## config.mk

```make
export PLATFORM = sky130hd
export DESIGN_NAME = sbi_status_regs
export DESIGN_NICKNAME = d
export VERILOG_FILES = /design/src/common/sbi_pkg.sv /design/src/hdl/sbi_status_regs.sv
export SDC_FILE = /design/constraint.sdc
export NUM_CORES = 1
export LEC_CHECK = 0
export BUFFER_PORTS_ARGS = -buffer_cell sky130_fd_sc_hd__buf_2
export CORE_AREA = 2 2 117 119
export DETAILED_ROUTE_END_ITERATION = 12
export DIE_AREA = 0 0 119 121
export GPL_TIMING_DRIVEN = 0
export PLACE_DENSITY = 0.56
export SLEW_MARGIN = 20
export SYNTH_ARGS = -nofsm -noshare
export SYNTH_HDL_FRONTEND = slang
export SYNTH_SLANG_ARGS = --single-unit
```

## constraint.sdc

```tcl
create_clock -name CORE_CLK -period 4.8 [get_ports CORE_CLK]
set_input_delay 0.96 -clock CORE_CLK [delete_from_list [all_inputs] [get_ports CORE_CLK]]
set_output_delay 0.96 -clock CORE_CLK [all_outputs]
set_load 0.1 [all_outputs]
```

## src/common/sbi_pkg.sv

```systemverilog
// Register map, field positions and carrier types for the serial bus interface
`default_nettype none
package sbi_pkg;
  // Printed offsets are not multiples of four: they are indices, byte address = 4 * index
  localparam logic [31:0] IDX_DATA_BUFFER   = 32'hFFFFF241;
  localparam logic [31:0] IDX_OWN_ADDRESS   = 32'hFFFFF242;
  localparam logic [31:0] IDX_BUS_STATUS    = 32'hFFFFF243;
  localparam logic [31:0] IDX_IDLE_CONTROL  = 32'hFFFFF244;
  localparam logic [31:0] IDX_CLOCK_CONTROL = 32'hFFFFF245;
  localparam logic [31:0] IDX_IRQ_STATUS    = 32'hFFFFF246;
  localparam logic [31:0] IDX_IRQ_MASK      = 32'hFFFFF247;
  localparam logic [11:0] ADDR_LOW_BITS     = 12'hFFF;

  // Bit positions
  localparam int BIT_MASTER   = 7;
  localparam int BIT_TRANSMIT = 6;
  localparam int BIT_BUSY     = 5;
  localparam int BIT_PENDING  = 4;
  localparam int BIT_ARB_LOST = 3;
  localparam int BIT_ADDRESSED = 2;
  localparam int BIT_GENCALL  = 1;
  localparam int BIT_LASTBIT  = 0;
  localparam int BIT_IDLE_RUN = 6;
  localparam int BIT_CLK_RUN  = 7;
  localparam int BIT_CMP_OFF  = 0;

  // Interrupt status bits
  localparam int EV_WORD    = 0;
  localparam int EV_ARB     = 1;
  localparam int EV_ADDR    = 2;
  localparam int EV_STOP    = 3;
  localparam int EV_COUNT   = 4;

  localparam logic [7:0] RESET_ZERO    = 8'h00;
  localparam logic [7:0] GENERAL_CALL  = 8'h00;
  localparam int         DIVIDE_BY     = 4;

  // Bus pin levels sampled together; edges come from comparing with the previous sample
  typedef struct packed {
    logic scl;
    logic sda;
  } pins_t;

  // Bus observer events
  typedef struct packed {
    logic start;
    logic stop;
    logic rise;
    logic fall;
  } bus_ev_t;

  typedef enum {ST_IDLE, ST_SHIFT, ST_ACK, ST_HOLD} xfer_state_t;
endpackage : sbi_pkg
`default_nettype wire

```

## src/hdl/sbi_status_regs.sv

```systemverilog
// Serial bus interface: APB registers, status flags and byte engine
//
// Our own choice: register access over APB.
`timescale 1ns/1ns
`default_nettype none
// How it works
// - Status reads, control writes share one address
// - Status shows busy, master, transmit bits
// - Pending bit zero while request outstanding, resets one
// - Arbitration loss sets its flag
// - Address match or general call flagged
// - Last received data bit kept
// - Idle bit chooses halt or run
// - Clock run bit gates internal clock
// - Buffer sends bit seven first, returns received
// - Mode bit zero enables address compare
// - Pending clears per word, holds clock, buffer access sets
// - Start sets busy, stop clears busy
module sbi_status_regs
  import sbi_pkg::*;
#(
  parameter int DIV = DIVIDE_BY
) (
  input  wire logic        CORE_CLK,
  input  wire logic        SYS_RST,
  input  wire logic        PSEL,
  input  wire logic        PENABLE,
  input  wire logic        PWRITE,
  input  wire logic [31:0] PADDR,
  input  wire logic [31:0] PWDATA,
  output logic      [31:0] PRDATA,
  output logic             PREADY,
  output logic             PSLVERR,
  input  wire logic        IDLE_MODE,
  input  wire logic        SCL_IN,
  input  wire logic        SDA_IN,
  output logic             SCL_OE,
  output logic             SDA_OE,
  output logic             IRQ
);
  // Divider counter is eight bits wide
  if (DIV < 2 || DIV > 256) begin : g_div_check
    $error("DIV must lie between 2 and 256");
  end

  // Control and status state
  logic        master_select, transmit_select, bus_busy_flag, pending;
  logic        arbitration_lost_flag, addressed_as_slave_flag, general_call_flag;
  logic        last_received_bit, idle_run_enable, baud_clock_run;
  logic [7:0]  own_address, tx_data, rx_data, shift;
  logic [3:0]  bit_cnt;
  logic [EV_COUNT-1:0] irq_status, irq_mask;
  logic [31:0] prdata_q;
  logic        pready_q, pslverr_q, irq_q, scl_oe_q, sda_oe_q;
  pins_t       pins_d;
  logic [7:0]  div_cnt;
  xfer_state_t state;
  logic        addr_phase;

  logic        next_master, next_transmit, next_busy, next_pending;
  logic        next_arb, next_addressed, next_gencall, next_lastbit;
  logic        next_idle_run, next_clk_run;
  logic [7:0]  next_own_address, next_tx_data, next_rx_data, next_shift;
  logic [3:0]  next_bit_cnt;
  logic [EV_COUNT-1:0] next_irq_status, next_irq_mask;
  logic [31:0] next_prdata;
  logic        next_pready, next_pslverr, next_irq, next_scl_oe, next_sda_oe;
  logic [7:0]  next_div_cnt;
  xfer_state_t next_state;
  logic        next_addr_phase;

  // Decode helpers
  logic [31:0] idx;
  logic        access, wr, rd, run, tick;
  bus_ev_t     ev;
  logic [EV_COUNT-1:0] events;

  assign idx    = {2'b00, PADDR[31:2]} | 32'hC0000000;
  assign access = PSEL && PENABLE && !pready_q;
  assign wr     = access && PWRITE;
  assign rd     = access && !PWRITE;
  // Interface halts in idle power mode unless told to run
  assign run    = baud_clock_run && (!IDLE_MODE || idle_run_enable);
  assign tick   = run && (div_cnt == 8'(DIV - 1));
  // One driver for the whole event word
  assign ev = '{start: pins_d.scl && SCL_IN && pins_d.sda && !SDA_IN,
                stop:  pins_d.scl && SCL_IN && !pins_d.sda && SDA_IN,
                rise:  !pins_d.scl && SCL_IN,
                fall:  pins_d.scl && !SCL_IN};

  // Next state for registers, flags and byte engine
  always_comb begin
    next_master     = master_select;
    next_transmit   = transmit_select;
    next_busy       = bus_busy_flag;
    next_pending    = pending;
    next_arb        = arbitration_lost_flag;
    next_addressed  = addressed_as_slave_flag;
    next_gencall    = general_call_flag;
    next_lastbit    = last_received_bit;
    next_idle_run   = idle_run_enable;
    next_clk_run    = baud_clock_run;
    next_own_address = own_address;
    next_tx_data    = tx_data;
    next_rx_data    = rx_data;
    next_shift      = shift;
    next_bit_cnt    = bit_cnt;
    next_irq_mask   = irq_mask;
    next_state      = state;
    next_addr_phase = addr_phase;
    next_div_cnt    = run ? (tick ? 8'h00 : div_cnt + 8'h01) : 8'h00;
    next_sda_oe     = sda_oe_q;
    events          = '0;
    next_prdata     = prdata_q;
    next_pslverr    = 1'b0;
    next_pready     = access;

    // Register writes; status address writes reach control two
    if (wr) begin
      if (idx == IDX_DATA_BUFFER) begin
        next_tx_data = PWDATA[7:0];
        next_pending = 1'b1;
      end else if (idx == IDX_OWN_ADDRESS) begin
        next_own_address = PWDATA[7:0];
      end else if (idx == IDX_BUS_STATUS) begin
        next_master   = PWDATA[BIT_MASTER];
        next_transmit = PWDATA[BIT_TRANSMIT];
        if (PWDATA[BIT_PENDING]) next_pending = 1'b1;
      end else if (idx == IDX_IDLE_CONTROL) begin
        next_idle_run = PWDATA[BIT_IDLE_RUN];
      end else if (idx == IDX_CLOCK_CONTROL) begin
        next_clk_run = PWDATA[BIT_CLK_RUN];
      end else if (idx == IDX_IRQ_MASK) begin
        next_irq_mask = PWDATA[EV_COUNT-1:0];
      end else if (idx != IDX_IRQ_STATUS) begin
        next_pslverr = 1'b1;
      end
    end

    // Register reads; only a buffer read has a side effect
    if (rd) begin
      next_prdata = 32'h00000000;
      if (idx == IDX_DATA_BUFFER) begin
        next_prdata[7:0] = rx_data;
        next_pending = 1'b1;
      end else if (idx == IDX_BUS_STATUS) begin
        next_prdata[7:0] = {master_select, transmit_select, bus_busy_flag, pending,
                            arbitration_lost_flag, addressed_as_slave_flag,
                            general_call_flag, last_received_bit};
      end else if (idx == IDX_IDLE_CONTROL) begin
        next_prdata[BIT_IDLE_RUN] = idle_run_enable;
      end else if (idx == IDX_CLOCK_CONTROL) begin
        next_prdata[BIT_CLK_RUN] = baud_clock_run;
      end else if (idx == IDX_IRQ_STATUS) begin
        next_prdata[EV_COUNT-1:0] = irq_status;
      end else if (idx == IDX_IRQ_MASK) begin
        next_prdata[EV_COUNT-1:0] = irq_mask;
      end else if (idx != IDX_OWN_ADDRESS) begin
        next_pslverr = 1'b1;
      end
    end

    // Bus observer works whenever the clock runs
    if (run) begin
      if (ev.start) begin
        next_busy       = 1'b1;
        next_state      = ST_SHIFT;
        next_bit_cnt    = 4'h0;
        next_addr_phase = 1'b1;
        next_addressed  = 1'b0;
        next_gencall    = 1'b0;
        next_arb        = 1'b0;
        next_shift      = master_select ? tx_data : RESET_ZERO;
      end else if (ev.stop) begin
        next_busy     = 1'b0;
        next_master   = 1'b0;
        next_transmit = 1'b0;
        next_state    = ST_IDLE;
        next_sda_oe   = 1'b0;
        events[EV_STOP] = 1'b1;
      end else begin
        case (state)
          ST_SHIFT: begin
            // Drive MSB first on the low phase
            if (!SCL_IN && transmit_select) next_sda_oe = !shift[7];
            if (ev.rise) begin
              next_lastbit = SDA_IN;
              if (transmit_select && shift[7] && !SDA_IN) begin
                next_arb    = 1'b1;
                next_master = 1'b0;
                next_transmit = 1'b0;
                next_sda_oe = 1'b0;
                events[EV_ARB] = 1'b1;
              end
              next_shift   = {shift[6:0], SDA_IN};
              next_bit_cnt = bit_cnt + 4'h1;
            end
            if (ev.fall && bit_cnt == 4'h8) begin
              next_state  = ST_ACK;
              next_sda_oe = 1'b0;
              next_rx_data = shift;
              if (addr_phase && !master_select) begin
                // Compare only in recognition mode
                if (!own_address[BIT_CMP_OFF] &&
                    shift[7:1] == own_address[7:1]) begin
                  next_addressed = 1'b1;
                  next_transmit  = shift[0];
                end else if (shift == GENERAL_CALL) begin
                  next_addressed = 1'b1;
                  next_gencall   = 1'b1;
                end
              end
            end
          end
          ST_ACK: begin
            if (ev.fall) begin
              next_addr_phase = 1'b0;
              if (master_select || addressed_as_slave_flag) begin
                next_pending = 1'b0;
                events[EV_WORD] = 1'b1;
                events[EV_ADDR] = addr_phase && addressed_as_slave_flag;
                next_state = ST_HOLD;
              end else begin
                next_state = ST_IDLE;
              end
            end
          end
          ST_HOLD: begin
            if (pending) begin
              next_state   = ST_SHIFT;
              next_bit_cnt = 4'h0;
              next_shift   = tx_data;
            end
          end
          default: begin
            next_state = ST_IDLE;
          end
        endcase
      end
    end

    // Hardware set wins over write-one clear
    next_irq_status = irq_status;
    if (wr && idx == IDX_IRQ_STATUS) next_irq_status = irq_status & ~PWDATA[EV_COUNT-1:0];
    next_irq_status = next_irq_status | events;
    next_irq        = |(next_irq_status & next_irq_mask);
    next_scl_oe     = !next_pending && next_state == ST_HOLD;
  end

  // Register stage
  always_ff @(posedge CORE_CLK or posedge SYS_RST) begin
    if (SYS_RST) begin
      master_select <= 1'b0;
      transmit_select <= 1'b0;
      bus_busy_flag <= 1'b0;
      pending <= 1'b1;
      arbitration_lost_flag <= 1'b0;
      addressed_as_slave_flag <= 1'b0;
      general_call_flag <= 1'b0;
      last_received_bit <= 1'b0;
      idle_run_enable <= 1'b0;
      baud_clock_run <= 1'b0;
      own_address <= RESET_ZERO;
      tx_data <= RESET_ZERO;
      rx_data <= RESET_ZERO;
      shift <= RESET_ZERO;
      bit_cnt <= 4'h0;
      irq_status <= '0;
      irq_mask <= '0;
      prdata_q <= 32'h00000000;
      pready_q <= 1'b0;
      pslverr_q <= 1'b0;
      irq_q <= 1'b0;
      scl_oe_q <= 1'b0;
      sda_oe_q <= 1'b0;
      pins_d <= '{scl: 1'b1, sda: 1'b1};
      div_cnt <= 8'h00;
      state <= ST_IDLE;
      addr_phase <= 1'b0;
    end else begin
      master_select <= next_master;
      transmit_select <= next_transmit;
      bus_busy_flag <= next_busy;
      pending <= next_pending;
      arbitration_lost_flag <= next_arb;
      addressed_as_slave_flag <= next_addressed;
      general_call_flag <= next_gencall;
      last_received_bit <= next_lastbit;
      idle_run_enable <= next_idle_run;
      baud_clock_run <= next_clk_run;
      own_address <= next_own_address;
      tx_data <= next_tx_data;
      rx_data <= next_rx_data;
      shift <= next_shift;
      bit_cnt <= next_bit_cnt;
      irq_status <= next_irq_status;
      irq_mask <= next_irq_mask;
      prdata_q <= next_prdata;
      pready_q <= next_pready;
      pslverr_q <= next_pslverr;
      irq_q <= next_irq;
      scl_oe_q <= next_scl_oe;
      sda_oe_q <= next_sda_oe;
      pins_d <= '{scl: SCL_IN, sda: SDA_IN};
      div_cnt <= next_div_cnt;
      state <= next_state;
      addr_phase <= next_addr_phase;
    end
  end

  assign PRDATA  = prdata_q;
  assign PREADY  = pready_q;
  assign PSLVERR = pslverr_q;
  assign IRQ     = irq_q;
  assign SCL_OE  = scl_oe_q;
  assign SDA_OE  = sda_oe_q;

  // Checks
  AST_PENDING_RESET: assert property (@(posedge CORE_CLK) $fell(SYS_RST) |-> pending)
    else $error("pending not one after reset");
  AST_BUSY_START: assert property (@(posedge CORE_CLK) disable iff (SYS_RST)
    run && ev.start |=> bus_busy_flag) else $error("start did not set busy");
  AST_BUSY_STOP: assert property (@(posedge CORE_CLK) disable iff (SYS_RST)
    run && ev.stop && !ev.start |=> !bus_busy_flag) else $error("stop did not clear busy");
  AST_BUF_SETS: assert property (@(posedge CORE_CLK) disable iff (SYS_RST)
    access && idx == IDX_DATA_BUFFER |=> pending) else $error("buffer access left pending low");
  AST_READ_KEEPS: assert property (@(posedge CORE_CLK) disable iff (SYS_RST)
    rd && idx == IDX_BUS_STATUS && !run |=> $stable(irq_status) && $stable(bus_busy_flag))
    else $error("status read changed flags");
  AST_STATUS_READ: assert property (@(posedge CORE_CLK) disable iff (SYS_RST)
    rd && idx == IDX_BUS_STATUS |=> PRDATA[BIT_PENDING] == $past(pending))
    else $error("status read wrong");
  AST_HALT: assert property (@(posedge CORE_CLK) disable iff (SYS_RST)
    !baud_clock_run |=> div_cnt == 8'h00) else $error("clock ran while stopped");
  AST_LASTBIT: assert property (@(posedge CORE_CLK) disable iff (SYS_RST)
    run && state == ST_SHIFT && ev.rise && !ev.start && !ev.stop |=>
    last_received_bit == $past(SDA_IN)) else $error("last bit not kept");
  AST_READY: assert property (@(posedge CORE_CLK) disable iff (SYS_RST)
    PSEL && PENABLE && !PREADY |=> PREADY) else $error("no ready");
  COV_WRITE: cover property (@(posedge CORE_CLK) wr && idx == IDX_BUS_STATUS);
  COV_ADDR: cover property (@(posedge CORE_CLK) $rose(addressed_as_slave_flag));
  COV_ARB: cover property (@(posedge CORE_CLK) $rose(arbitration_lost_flag));
  COV_IRQ: cover property (@(posedge CORE_CLK) $rose(IRQ));
  COV_TICK: cover property (@(posedge CORE_CLK) tick);
endmodule : sbi_status_regs
`default_nettype wire

```

==> metrics <==
Leakage Power=3.08 nW; Max Transition Viols Final=0; CP arrival=around 3.1 ns; largest net degree at the start of global routing=just under 70; Final Cycle Share=0.583; most common cell after layout, fill and taps aside=dfrtp_1; CTS tree=yes; Slew HR=0.514; Fin. Hold Viols=0; placed cells=710; Worst EP required=5.06 ns; Die X=between 100 and 150 um; final setup TNS=0 ns; CTS resizes=0; sequential-to-total area share from yosys stat=0.519; CTS buffer count=9; Die H=121 um; cell count after synthesis=452; actual slew at the worst max-slew pin=0.729 ns; Post-Place Worst Slack=between 1.5 and 2 ns; Max IR drop VDD=0.176 mV; FF-to-FF setup slack=2.23 ns; Setup crit end kind=flip-flop; Initial Util=0.377; outcome=complete, no violations; post-synthesis cell area=0.00493 mm2; CTS clk-pin slew, worst paths=0.07 ns; Layout Nets=619; setup bufs post-CTS=0; GRT overflow=0; number of flops mapped to enable cells by yosys=0; Vias=3529; Routed Antenna Nets=0; 1st-iter DRT viols=192; # DRC=0; Power Dens Cells=310 mW/mm2; DP HPWL=8190 um; number of max-cap violations=0; layout cells sized above 1=0.278; initial antenna violation count=0; Yosys warning total=0; Max clock buf depth=2; clock root buffer=clkbuf_16; input/output buffers=58; fraction of registers with async set/reset=1.00; insertion delay to the later sink of the worst-skew pair=between 0.3 and 0.4 ns; Fmax=0.357 GHz; Final Critical Period=about 2.8 ns; worst setup margin=2.00 ns; IO Pins=109; die area=0.0144 mm2; vias in the first global route=3619; Placer Congestion=0.869; row cnt=42; RSZ-0062 raised after global routing=no; Primary FF master, synth=dfrtp_1; Total GRT Usage=0.165; # diodes=0; Critical Path Source Type=primary input; DRT Pass-1 Iters=4; Synth-to-Final Area Change=19.1%; cell area after layout=0.00587 mm2; Non-Filler Instances=726; CTS H-tree lvls=3; critical path peak fanout=9; DRT Wirelength=11000 um; WHS=0.470 ns; Synth cell types=55; drt wl/cell=15.2 um; Crit Path Class=in2reg; Placed Instance Area=0.00556 mm2; min-delay worst type=reg2reg; vias per cell=4.86; flop and latch count out of synthesis=between 100 and 150; clock skew=roughly 0.0096 ns; most frequent cells in the layout=99 x dfrtp_1, 60 x buf_2, 43 x nand2_1; # setup viols final=0; clock sink count=102; core area=0.0131 mm2; Syn Area/Cell=10.9 um2; first-pass GRT wire length=18500 um; CTS Hold Bufs=0
-- critical path, cell delays in order --
cell and delay [ns]:
buf_2 0.09, clkbuf_2 0.19, nand3_1 0.13, or2_2 0.28
clkbuf_1 0.20, nor2_1 0.42, a31oi_1 0.19, o21bai_1 0.35
o21ai_0 0.24
-- report_power, final --
part	leakage, nW	internal [mW]	switching [mW]
sequential	1.39	0.863	0.00217
clock	0.151	0.416	0.346
combinational	1.54	0.0406	0.150
total	3.08	1.32	0.498
-- layer usage --
metal  GRT usage  vias up  wire (um)
li1            -     1742          -
met1       0.215     1690       5260
met2       0.269       85       5140
met3      0.0399       12        469
met4      0.0551        0        151
met5           0        -          0
-- worst paths after layout --
path	cells after the start	startpoint	endpoint
max	9	SCL_IN	shift[3]
min	2	PRDATA[2]	PRDATA[2]
max reg2reg	6	state[30]	shift[3]
min reg2reg	2	PRDATA[2]	PRDATA[2]
max in group asynchronous	3	SYS_RST	pending
min in group asynchronous	2	SYS_RST	SCL_OE
-- registers in the layout, indices dropped and copies added (netlist names), 8 cells and up --
register / count
own_address: 8
rx_data: 8
tx_data: 8
PRDATA: 8
shift: 8
state: 32
-- synth_stat cells (4+ instances only) --
master | n | area share
o21ai_0 | 15 | 0.015
buf_4 | 24 | 0.037
dfrtp_1 | 99 | 0.50
a21oi_1 | 14 | 0.014
mux2_2 | 32 | 0.073
o31ai_1 | 9 | 0.014
clkbuf_1 | 9 | 0.0069
inv_1 | 12 | 0.0091
nand2b_1 | 7 | 0.0089
nor2_1 | 28 | 0.021
nand3_1 | 6 | 0.0061
xor2_1 | 7 | 0.012
nor4_1 | 11 | 0.014
mux2i_1 | 17 | 0.035
nand4_1 | 9 | 0.011
nor3_1 | 10 | 0.010
nand2_1 | 43 | 0.033
a31oi_1 | 5 | 0.0063
nor2b_1 | 30 | 0.038
a21bo_2 | 4 | 0.0081
-- cells by family after synthesis --
| kind of cell | Yosys count | synth area share |
|---|---|---|
| AOI/OAI and AO/OA | 66 | 0.0891 |
| buffers and inverters | 50 | 0.0571 |
| DFF | 102 | 0.519 |
| xor gates and xnor gates | 7 | 0.0124 |
| and+or+nand+nor | 175 | 0.209 |
| other | 1 | 0.000761 |
| muxes | 49 | 0.108 |
| adders and majority gates | 2 | 0.00508 |
-- stage by stage --
stage               power (mW)   util
finish                    1.82  0.449
global route              1.89  0.449
CTS                       1.84  0.448
detailed placement        1.07  0.425
global placement          1.07  0.422
floorplan                 1.03      -
-- area by class of cell --
cell class | count | area, um2
Fill cell | 1255 | 7210
Sequential cell | 102 | 2560
Multi-Input combinational cell | 323 | 2180
Timing Repair Buffer | 59 | 318
Buffer | 38 | 236
Clock buffer | 10 | 229
Tap cell | 176 | 220
Clock inverter | 6 | 78.8
Inverter | 12 | 50.0
Note: power is estimated with default switching activity, not from simulation.
